### src/rtl/i2t_map.svh
`ifndef I2T_MAP_SVH
`define I2T_MAP_SVH

// System clock period and host-ready delay after reset.
`define I2T_CLK_PERIOD_NS 50
`define I2T_READY_NS 1000
`define I2T_READY_CYC ((`I2T_READY_NS + `I2T_CLK_PERIOD_NS - 1) / `I2T_CLK_PERIOD_NS)

// Register window reachable over the serial link.
`define I2T_REG_LAST 8'h1f
`define I2T_RX_HOLD_ADDR 8'h00

// Bit slots within a byte frame.
`define I2T_BITS_PER_BYTE 4'h8
`define I2T_LAST_TX_BIT 4'h7

// Filtered pin vector positions.
`define I2T_PIN_SCL 0
`define I2T_PIN_SDA 1
`define I2T_PIN_ALO 2
`define I2T_PIN_AHI 3

`endif

### src/rtl/i2t_pkg.sv
package i2t_pkg;

  typedef enum logic [4:0] {
    ST_IDLE = 5'b00001,
    ST_RXB  = 5'b00010,
    ST_ACK  = 5'b00100,
    ST_TXB  = 5'b01000,
    ST_MACK = 5'b10000
  } i2t_state_t;

  typedef enum logic [1:0] {
    PH_ID    = 2'h0,
    PH_REG   = 2'h1,
    PH_WDATA = 2'h2
  } i2t_phase_t;

  typedef struct packed {
    logic req;
    logic [7:0] addr;
  } i2t_rd_req_t;

endpackage : i2t_pkg

### src/rtl/i2t_pin_filter.sv
`timescale 1ns/10ps
module i2t_pin_filter #(
  parameter int W = 4,
  parameter logic [W-1:0] RST_VAL = '1
) (
  input wire logic i_clk_sys,
  input wire logic i_rst,
  input wire logic [W-1:0] i_pin,
  output logic [W-1:0] o_level
);
  import i2t_pkg::*;

  logic [W-1:0] ff1_r;
  logic [W-1:0] ff2_r;
  logic [W-1:0] ff3_r;

  // A level is accepted only once two settled stages agree, which also rejects one-cycle glitches.
  for (genvar g = 0; g < W; g++) begin : g_bit
    always_ff @(posedge i_clk_sys) begin
      if (i_rst) begin
        ff1_r[g] <= RST_VAL[g];
        ff2_r[g] <= RST_VAL[g];
        ff3_r[g] <= RST_VAL[g];
        o_level[g] <= RST_VAL[g];
      end else begin
        ff1_r[g] <= i_pin[g];
        ff2_r[g] <= ff1_r[g];
        ff3_r[g] <= ff2_r[g];
        if (ff2_r[g] == ff3_r[g]) begin
          o_level[g] <= ff3_r[g];
        end
      end
    end
  end

endmodule : i2t_pin_filter

### src/rtl/i2t_target.sv
// What this block does
// - Acknowledge own identifier in following slot.
// - Acknowledge valid register byte, otherwise not-acknowledge.
// - Send eight register bits, MSB first.
// - Supply another byte after each host acknowledge.
// - ACK: line low across ninth clock high.
// - NACK: line released across ninth clock pulse.
// - Pull interrupt line low once reset finished.
// - Identifier: five fixed bits plus select pins.
// - Data changes with clock high mean START/STOP.
`timescale 1ns/10ps
`include "i2t_map.svh"
module i2t_target #(
  // Upper identifier bits; the value is arbitrary.
  parameter logic [4:0] TGT_ID_HI = 5'h0c
) (
  input wire logic i_clk_sys,
  input wire logic i_rst,
  input wire logic i_scl,
  input wire logic i_sda,
  output logic o_sda_o,
  output logic o_sda_oe,
  input wire logic i_addr_select_hi_pin,
  input wire logic i_addr_select_lo_pin,
  output i2t_pkg::i2t_rd_req_t o_rd,
  input wire logic [7:0] i_rd_data,
  input wire logic i_uart_irq,
  output logic o_irq_n_o,
  output logic o_irq_n_oe
);
  import i2t_pkg::*;

  localparam int READY_LO = `I2T_READY_CYC;
  localparam int READY_HI = `I2T_READY_CYC + 2;

  logic [3:0] pin_q;
  logic scl_q;
  logic sda_q;
  logic scl_d_r;
  logic sda_d_r;
  logic scl_rise;
  logic scl_fall;
  logic bus_start;
  logic bus_stop;
  i2t_state_t st_r;
  i2t_phase_t phase_r;
  logic [3:0] cnt_r;
  logic [7:0] rx_sh_r;
  logic [7:0] tx_sh_r;
  logic [7:0] ptr_r;
  logic ack_r;
  logic go_tx_r;
  logic m_ack_r;
  logic sda_oe_r;
  logic id_match;
  logic reg_valid;
  logic ack_now;
  logic byte_done;
  logic fetch_go;
  logic load_r;
  logic [7:0] ready_cnt_r;
  logic ready_r;
  logic irq_oe_r;

  i2t_pin_filter #(
    .W(4),
    .RST_VAL(4'h3)
  ) u_pin_filter (
    .i_clk_sys(i_clk_sys),
    .i_rst(i_rst),
    .i_pin({i_addr_select_hi_pin, i_addr_select_lo_pin, i_sda, i_scl}),
    .o_level(pin_q)
  );

  assign scl_q = pin_q[`I2T_PIN_SCL];
  assign sda_q = pin_q[`I2T_PIN_SDA];

  ////////////////////////////////////////////////////////////////////////////////
  // Bus edge and condition detection.

  always_ff @(posedge i_clk_sys) begin
    if (i_rst) begin
      scl_d_r <= 1'b1;
      sda_d_r <= 1'b1;
    end else begin
      scl_d_r <= scl_q;
      sda_d_r <= sda_q;
    end
  end

  assign scl_rise = scl_q & ~scl_d_r;
  assign scl_fall = ~scl_q & scl_d_r;
  assign bus_start = scl_q & scl_d_r & sda_d_r & ~sda_q;
  assign bus_stop = scl_q & scl_d_r & ~sda_d_r & sda_q;

  // The last bit was shifted in on the eighth rise; this fall opens the ninth slot.
  assign byte_done = (st_r == ST_RXB) & scl_fall & (cnt_r == `I2T_BITS_PER_BYTE);
  assign id_match = (rx_sh_r[7:1] == {TGT_ID_HI, pin_q[`I2T_PIN_AHI], pin_q[`I2T_PIN_ALO]});
  assign reg_valid = (rx_sh_r <= `I2T_REG_LAST);

  always_comb begin
    ack_now = 1'b0;
    case (phase_r)
      PH_ID: ack_now = id_match;
      PH_REG: ack_now = reg_valid;
      default: ack_now = 1'b0;
    endcase
  end

  // Reads are fetched when the read identifier is taken and on every host acknowledge.
  assign fetch_go = (byte_done & (phase_r == PH_ID) & id_match & rx_sh_r[0])
      | ((st_r == ST_MACK) & scl_rise & ~sda_q);

  ////////////////////////////////////////////////////////////////////////////////
  // Frame sequencer and data line drive.

  always_ff @(posedge i_clk_sys) begin
    if (i_rst) begin
      st_r <= ST_IDLE;
      phase_r <= PH_ID;
      cnt_r <= 4'h0;
      rx_sh_r <= 8'h00;
      ptr_r <= 8'h00;
      ack_r <= 1'b0;
      go_tx_r <= 1'b0;
      m_ack_r <= 1'b0;
      sda_oe_r <= 1'b0;
    end else if (bus_start) begin
      // A repeated START restarts identifier reception from any state.
      st_r <= ST_RXB;
      phase_r <= PH_ID;
      cnt_r <= 4'h0;
      sda_oe_r <= 1'b0;
    end else if (bus_stop) begin
      st_r <= ST_IDLE;
      sda_oe_r <= 1'b0;
    end else begin
      if (fetch_go) begin
        ptr_r <= (ptr_r == `I2T_RX_HOLD_ADDR) ? ptr_r : ptr_r + 8'h01;
      end
      case (st_r)
        ST_IDLE: begin
          sda_oe_r <= 1'b0;
        end
        ST_RXB: begin
          if (scl_rise) begin
            rx_sh_r <= {rx_sh_r[6:0], sda_q};
            cnt_r <= cnt_r + 4'h1;
          end
          if (byte_done) begin
            st_r <= ST_ACK;
            ack_r <= ack_now;
            sda_oe_r <= ack_now;
            go_tx_r <= (phase_r == PH_ID) & rx_sh_r[0];
            if ((phase_r == PH_REG) & reg_valid) begin
              ptr_r <= rx_sh_r;
            end
          end
        end
        ST_ACK: begin
          if (scl_fall) begin
            cnt_r <= 4'h0;
            if (!ack_r) begin
              st_r <= ST_IDLE;
              sda_oe_r <= 1'b0;
            end else if (go_tx_r) begin
              st_r <= ST_TXB;
              sda_oe_r <= ~tx_sh_r[7];
            end else begin
              st_r <= ST_RXB;
              phase_r <= (phase_r == PH_ID) ? PH_REG : PH_WDATA;
              sda_oe_r <= 1'b0;
            end
          end
        end
        ST_TXB: begin
          if (scl_fall) begin
            cnt_r <= cnt_r + 4'h1;
            if (cnt_r == `I2T_LAST_TX_BIT) begin
              st_r <= ST_MACK;
              sda_oe_r <= 1'b0;
            end else begin
              sda_oe_r <= ~tx_sh_r[6];
            end
          end
        end
        ST_MACK: begin
          if (scl_rise) begin
            m_ack_r <= ~sda_q;
          end
          if (scl_fall) begin
            cnt_r <= 4'h0;
            if (m_ack_r) begin
              st_r <= ST_TXB;
              sda_oe_r <= ~tx_sh_r[7];
            end else begin
              st_r <= ST_IDLE;
              sda_oe_r <= 1'b0;
            end
          end
        end
        default: begin
          st_r <= ST_IDLE;
          sda_oe_r <= 1'b0;
        end
      endcase
    end
  end

  assign o_sda_o = 1'b0;
  assign o_sda_oe = sda_oe_r;

  ////////////////////////////////////////////////////////////////////////////////
  // Register read port and transmit shifter.

  // Data is taken one cycle after the request; the slot before the next fall is far longer.
  always_ff @(posedge i_clk_sys) begin
    if (i_rst) begin
      o_rd <= '0;
      load_r <= 1'b0;
    end else begin
      o_rd.req <= fetch_go;
      load_r <= o_rd.req;
      if (fetch_go) begin
        o_rd.addr <= ptr_r;
      end
    end
  end

  always_ff @(posedge i_clk_sys) begin
    if (i_rst) begin
      tx_sh_r <= 8'h00;
    end else if (load_r) begin
      tx_sh_r <= i_rd_data;
    end else if ((st_r == ST_TXB) & scl_fall) begin
      tx_sh_r <= {tx_sh_r[6:0], 1'b0};
    end
  end

  ////////////////////////////////////////////////////////////////////////////////
  // Ready indication on the interrupt pin.

  // Ready holds the line low until the host first addresses this target.
  always_ff @(posedge i_clk_sys) begin
    if (i_rst) begin
      ready_cnt_r <= 8'(`I2T_READY_CYC);
      ready_r <= 1'b0;
      irq_oe_r <= 1'b0;
    end else begin
      if (ready_cnt_r != 8'h00) begin
        ready_cnt_r <= ready_cnt_r - 8'h01;
        ready_r <= (ready_cnt_r == 8'h01);
      end else if (byte_done & (phase_r == PH_ID) & id_match) begin
        ready_r <= 1'b0;
      end
      irq_oe_r <= ready_r | i_uart_irq;
    end
  end

  assign o_irq_n_o = 1'b0;
  assign o_irq_n_oe = irq_oe_r;

  ////////////////////////////////////////////////////////////////////////////////
  // Checks.

  AST_ID_ACK: assert property (@(posedge i_clk_sys) disable iff (i_rst)
    (byte_done && phase_r == PH_ID && id_match && !bus_start && !bus_stop) |=> sda_oe_r)
    else $error("identifier match not acknowledged");

  AST_REG_NACK: assert property (@(posedge i_clk_sys) disable iff (i_rst)
    (byte_done && phase_r == PH_REG && !reg_valid) |=> (!sda_oe_r && st_r == ST_ACK))
    else $error("invalid register byte acknowledged");

  AST_MSB_FIRST: assert property (@(posedge i_clk_sys) disable iff (i_rst)
    (st_r == ST_TXB && scl_q && !load_r) |-> (sda_oe_r == ~tx_sh_r[7]))
    else $error("transmit bit does not match shifter head");

  AST_BURST_FETCH: assert property (@(posedge i_clk_sys) disable iff (i_rst)
    (st_r == ST_MACK && scl_rise && !sda_q && !bus_start && !bus_stop)
    |=> o_rd.req ##1 !o_rd.req ##1 (tx_sh_r == $past(i_rd_data)))
    else $error("host acknowledge did not fetch next byte");

  AST_ACK_HOLD: assert property (@(posedge i_clk_sys) disable iff (i_rst)
    (st_r == ST_ACK && sda_oe_r && scl_q && !bus_start && !bus_stop) |=> sda_oe_r)
    else $error("acknowledge released during clock high");

  AST_NACK_FREE: assert property (@(posedge i_clk_sys) disable iff (i_rst)
    (st_r == ST_MACK || st_r == ST_IDLE) |-> !sda_oe_r)
    else $error("data line driven in host acknowledge slot");

  AST_READY_IRQ: assert property (@(posedge i_clk_sys)
    $fell(i_rst) |-> ##[READY_LO:READY_HI] o_irq_n_oe)
    else $error("ready not signalled after reset");

  AST_START_DET: assert property (@(posedge i_clk_sys) disable iff (i_rst)
    bus_start |=> (st_r == ST_RXB && phase_r == PH_ID && cnt_r == 4'h0 && !sda_oe_r))
    else $error("start condition not taken");

  AST_PTR_STEP: assert property (@(posedge i_clk_sys) disable iff (i_rst)
    (fetch_go && !byte_done) |=> (ptr_r == (($past(ptr_r) == `I2T_RX_HOLD_ADDR)
        ? $past(ptr_r) : $past(ptr_r) + 8'h01)))
    else $error("burst address step wrong");

endmodule : i2t_target

### config.mk
export PLATFORM = sky130hd
export DESIGN_NAME = i2t_target
export DESIGN_NICKNAME = d
export VERILOG_FILES = /design/src/rtl/i2t_pkg.sv /design/src/rtl/i2t_pin_filter.sv /design/src/rtl/i2t_target.sv
export VERILOG_INCLUDE_DIRS = /design/src /design/src/rtl
export SDC_FILE = /design/constraint.sdc
export NUM_CORES = 1
export LEC_CHECK = 0
export BUFFER_PORTS_ARGS = -buffer_cell sky130_fd_sc_hd__clkbuf_2
export CORE_MARGIN = 2
export CORE_UTILIZATION = 53
export DETAILED_ROUTE_END_ITERATION = 8
export PLACE_DENSITY_LB_ADDON = 0.1
export SETUP_SLACK_MARGIN = 0.5
export SLEW_MARGIN = 20
export SYNTH_ARGS = -nofsm -noshare
export SYNTH_HDL_FRONTEND = slang
export SYNTH_SLANG_ARGS = --single-unit
### constraint.sdc
create_clock -name i_clk_sys -period 2.6 [get_ports i_clk_sys]
set_input_delay 0.52 -clock i_clk_sys [delete_from_list [all_inputs] [get_ports i_clk_sys]]
set_output_delay 0.52 -clock i_clk_sys [all_outputs]
set_load 0.03 [all_outputs]
==> results.py <==
metrics = {
    "outcome": {
        "status": "finished clean",
    },
    "clock_tree": {
        "cts_hold_buf": 0,
        "clock_latency_ns": 0.35,
        "h-tree-depth": 3,
        "cts_buffers": 9,
        "clock-sinks": 77,
        "clk_pin_slew_ns": 0.08,
        "clock_tree.buffer_depth": 2,
        "cts_tree": "yes",
        "cts-root-buf": "clkbuf_8",
    },
    "floorplan": {
        "coreArea_mm2": 0.006350,
        "rows": 29,
        "io_pins": 28,
        "initial_utilization": 0.5488,
        "die_area_mm2": 0.007239,
        "die_x_um": 85.09,
        "die_y_um": 85.09,
    },
    "timing": {
        "post-route-period-util": 0.8674,
        "finalHoldViolations": 0,
        "fin_worst_hold_slack_ns": 0.3504,
        "worst_slew_pin_slew_ns": 0.5958,
        "setup_tns_ns": 0,
        "slew_viol_final": 0,
        "layout_setup_ws_ns": 0.3447,
        "slew_headroom": 0.5925,
        "rsz0062_at_grt": "yes",
        "fmax_ghz": 0.4434,
        "worst_clock_skew_ns": 0.01014,
        "setup_viol_count_final": 0,
        "period_needed_ns": 2.255,
    },
    "drt": {
        "routed_via_density": 5.684,
        "ant_nets": 0,
        "wl_per_cell_um": 14.21,
        "drc": 0,
        "drtPass1Iterations": 6,
        "vias": 2876,
        "drtIter0Drc": 187,
        "drt_wl_total_mm": 7.189,
    },
    "worst_setup_path": {
        "slowest_stage": "or4b_4",
        "worstPathMaxFanout": 5,
        "worstSetupEndpointType": "flop",
        "cp_top_family": "simple AND/OR/NAND/NOR gates",
        "critPathKind": "reg2reg",
        "crit_buf_inv": 0,
        "required_ns": 2.88,
        "cp_slowest_stage_delay_ns": 0.54,
        "crit_arrival_ns": 2.53,
        "cp-start-kind": "flop",
        "crit_chain": "or4b_4 -> or4_4 -> o31a_4 -> nand2b_4 -> o31a_1 -> nor3_1",
    },
    "logic_synthesis": {
        "netlist.area_leader.share": 0.4424,
        "synth.area.top_cells": "dfxtp_1 44%, mux2i_1 6.6%, nor2_1 5.8%",
        "syn_avg_cell_area_um2": 8.912,
        "synth_edf_count": 0,
        "ys_seq_area_frac": 0.4424,
        "yosysTopAreaCell": "dfxtp_1",
        "syn_inst": 391,
        "ys_seq_elements": 77,
        "synth.distinct_cells": 59,
        "ys_warn_count": 0,
        "syn-cell-area_mm2": 0.003485,
        "synthArstFlopShare": 0,
        "synthFlopType": "dfxtp_1",
    },
    "power": {
        "p_clk_frac": 0.372,
        "vdd_drop_max_mv": 0.4410,
        "p_leak_nw": 1.627,
        "power_density_mw_per_mm2": 623.2,
        "p_int_w": 0.001820,
        "switching_share": 0.2704,
        "seq_power_share": 0.505,
        "power_frac_comb": 0.123,
        "finalPower_w": 0.002494,
        "p_sw_w": 0.0006743,
    },
    "placed_design": {
        "gp_congestion": 0.9051,
        "dp_hpwl_mm": 4.839,
        "numPortBuffers": 25,
        "pre_cts_slack_ns": 0.1832,
    },
    "final_layout": {
        "antenna_cells": 0,
        "nFillCells": 530,
        "area_growth_pct": 14.83,
        "post_route_cells_drive_above_1_share": 0.2145,
        "layout.nets": 445,
        "final_util": 0.6301,
    },
    "job": {
        "cap_viol_max_count": 0,
    },
    "global_route": {
        "grt.overflow.total": 0,
        "grt_first_pass_wirelength_mm": 12.08,
        "track_usage": 0.2073,
        "grt_pass1_vias": 2605,
        "grt_max_degree": 36,
        "antenna_found_initial": 0,
    },
    "worst_hold_path": {
        "hp-class": "in2reg",
    },
}
-- worst paths after layout --
check / startpoint / slack (ns) / depth (start not counted) / end
setup / recovery: st_r[4] / 0.34 / 6 / ptr_r[6]
hold / removal: i_scl / 0.35 / 2 / u_pin_filter.ff1_r[0]
setup reg to reg: st_r[4] / 0.34 / 6 / ptr_r[6]
hold reg to reg: u_pin_filter.ff1_r[0] / 0.41 / 1 / u_pin_filter.ff2_r[0]
-- stage by stage --
stage	std cells	cell area, um^2
2_1_floorplan	392	3501
3_3_place_gp	483	3685
3_5_place_dp	483	3685
4_1_cts	504	3968
5_1_grt	506	4001
6_report	506	4001
-- Yosys cell counts (5+ instances only) --
cell type and count:
dfxtp_1 77, nor2_1 54, nand2_1 27, mux2i_1 23, a21oi_1 20, inv_1 13, nand3_1 12, nor2b_1 12
nor3_1 12, clkbuf_1 11, or2_2 10, xnor2_1 10, mux2_2 8, o21ai_0 7, ha_1 6, nand2b_1 5
nand3b_1 5, o21ai_1 5, o31ai_1 5
-- kinds of logic (layout without fill, tap and decap cells) --
| kind of cell | Yosys count | count (layout) | share of synthesized area |
|---|---|---|---|
| flip-flops | 77 | 77 | 0.4424 |
| adder cells (fa/ha/maj) | 6 | 6 | 0.02154 |
| XOR/XNOR | 11 | 11 | 0.02765 |
| other | 1 | 2 | 0.001076 |
| multiplexers | 31 | 31 | 0.09192 |
| AND/OR/NAND/NOR | 164 | 164 | 0.2431 |
| buffers and inverters | 34 | 70 | 0.04632 |
| AO/OA/AOI/OAI | 67 | 68 | 0.1260 |
-- per-layer routing --
layer	GRT usage	share of wire
met1	0.2898	0.48
met2	0.3040	0.44
met3	0.04572	0.051
met4	0.09957	0.028
met5	0	0
-- worst register-to-register path: stages, from the launching register on --
cell	delay [ns]
dfxtp_1	0.32
or4b_4	0.54
or4_4	0.45
o31a_4	0.33
nand2b_4	0.17
o31a_1	0.24
nor3_1	0.13
-- power by group through the flow --
| stage | logic [W] | registers [W] | clock network [W] |
|---|---|---|---|
| 2_1_floorplan | 0.000254 | 0.00127 | 0 |
| 3_3_place_gp | 0.000291 | 0.00129 | 0 |
| 3_5_place_dp | 0.000293 | 0.00129 | 0 |
| 4_1_cts | 0.000295 | 0.00126 | 0.000948 |
| 5_1_grt | 0.000345 | 0.00127 | 0.000989 |
| 6_report | 0.000306 | 0.00126 | 0.000927 |
-- cell usage in the layout (no fill, tap or decap), drive strengths merged, types with 2 or more instances in the layout --
master / netlist / final
o311ai: 2 / 2
dfxtp: 77 / 77
nand3: 12 / 12
nand4: 3 / 3
o31a: 2 / 3
o31ai: 5 / 5
nor4: 5 / 5
o21bai: 3 / 3
nand2: 27 / 27
and2: 3 / 3
conb: 1 / 2
mux2i: 23 / 23
a31oi: 3 / 3
or4b: 2 / 2
a22oi: 2 / 2
or4: 4 / 4
clkbuf: 12 / 36
inv: 13 / 14
and3: 3 / 3
o21ai: 12 / 12
nand2b: 6 / 6
xnor2: 10 / 10
or2: 10 / 10
a211oi: 2 / 2
nand3b: 5 / 5
nor2b: 12 / 12
nor2: 54 / 54
ha: 6 / 6
o22ai: 2 / 2
a21oi: 20 / 20
mux2: 8 / 8
buf: 9 / 16
clkinvlp: 0 / 2
nor3: 13 / 13
nor3b: 3 / 3
o211ai: 4 / 4
-- repair_timing --
item / in CTS / in global routing
setup buffers: 4 / 2
resized for setup: 10 / 5
pin swaps: 3 / 2
endpoints found under the setup margin: 18 / 26
gates cloned: 1 / 0
-- flip-flops by register name, indices dropped and copies added, names as in the netlist, 2 cells and up --
| register | flops |
|---|---|
| o_rd | 9 |
| ptr_r | 8 |
| ready_cnt_r | 8 |
| rx_sh_r | 8 |
| tx_sh_r | 8 |
| st_r | 5 |
| cnt_r | 4 |
| u_pin_filter.ff1_r | 4 |
| u_pin_filter.ff2_r | 4 |
| u_pin_filter.ff3_r | 4 |
| u_pin_filter.o_level | 4 |
| phase_r | 2 |
-- area by class of cell --
class	count	area, um^2	area share
Timing Repair Buffer	41	256.5	0.06410
Clock inverter	5	58.81	0.01470
Clock buffer	11	141.4	0.03533
Tap cell	77	96.34	0.02408
Sequential cell	77	1543	0.3856
Inverter	13	48.80	0.01220
Multi-Input combinational cell	282	1857	0.4640
(Power assumes the default switching activity.)
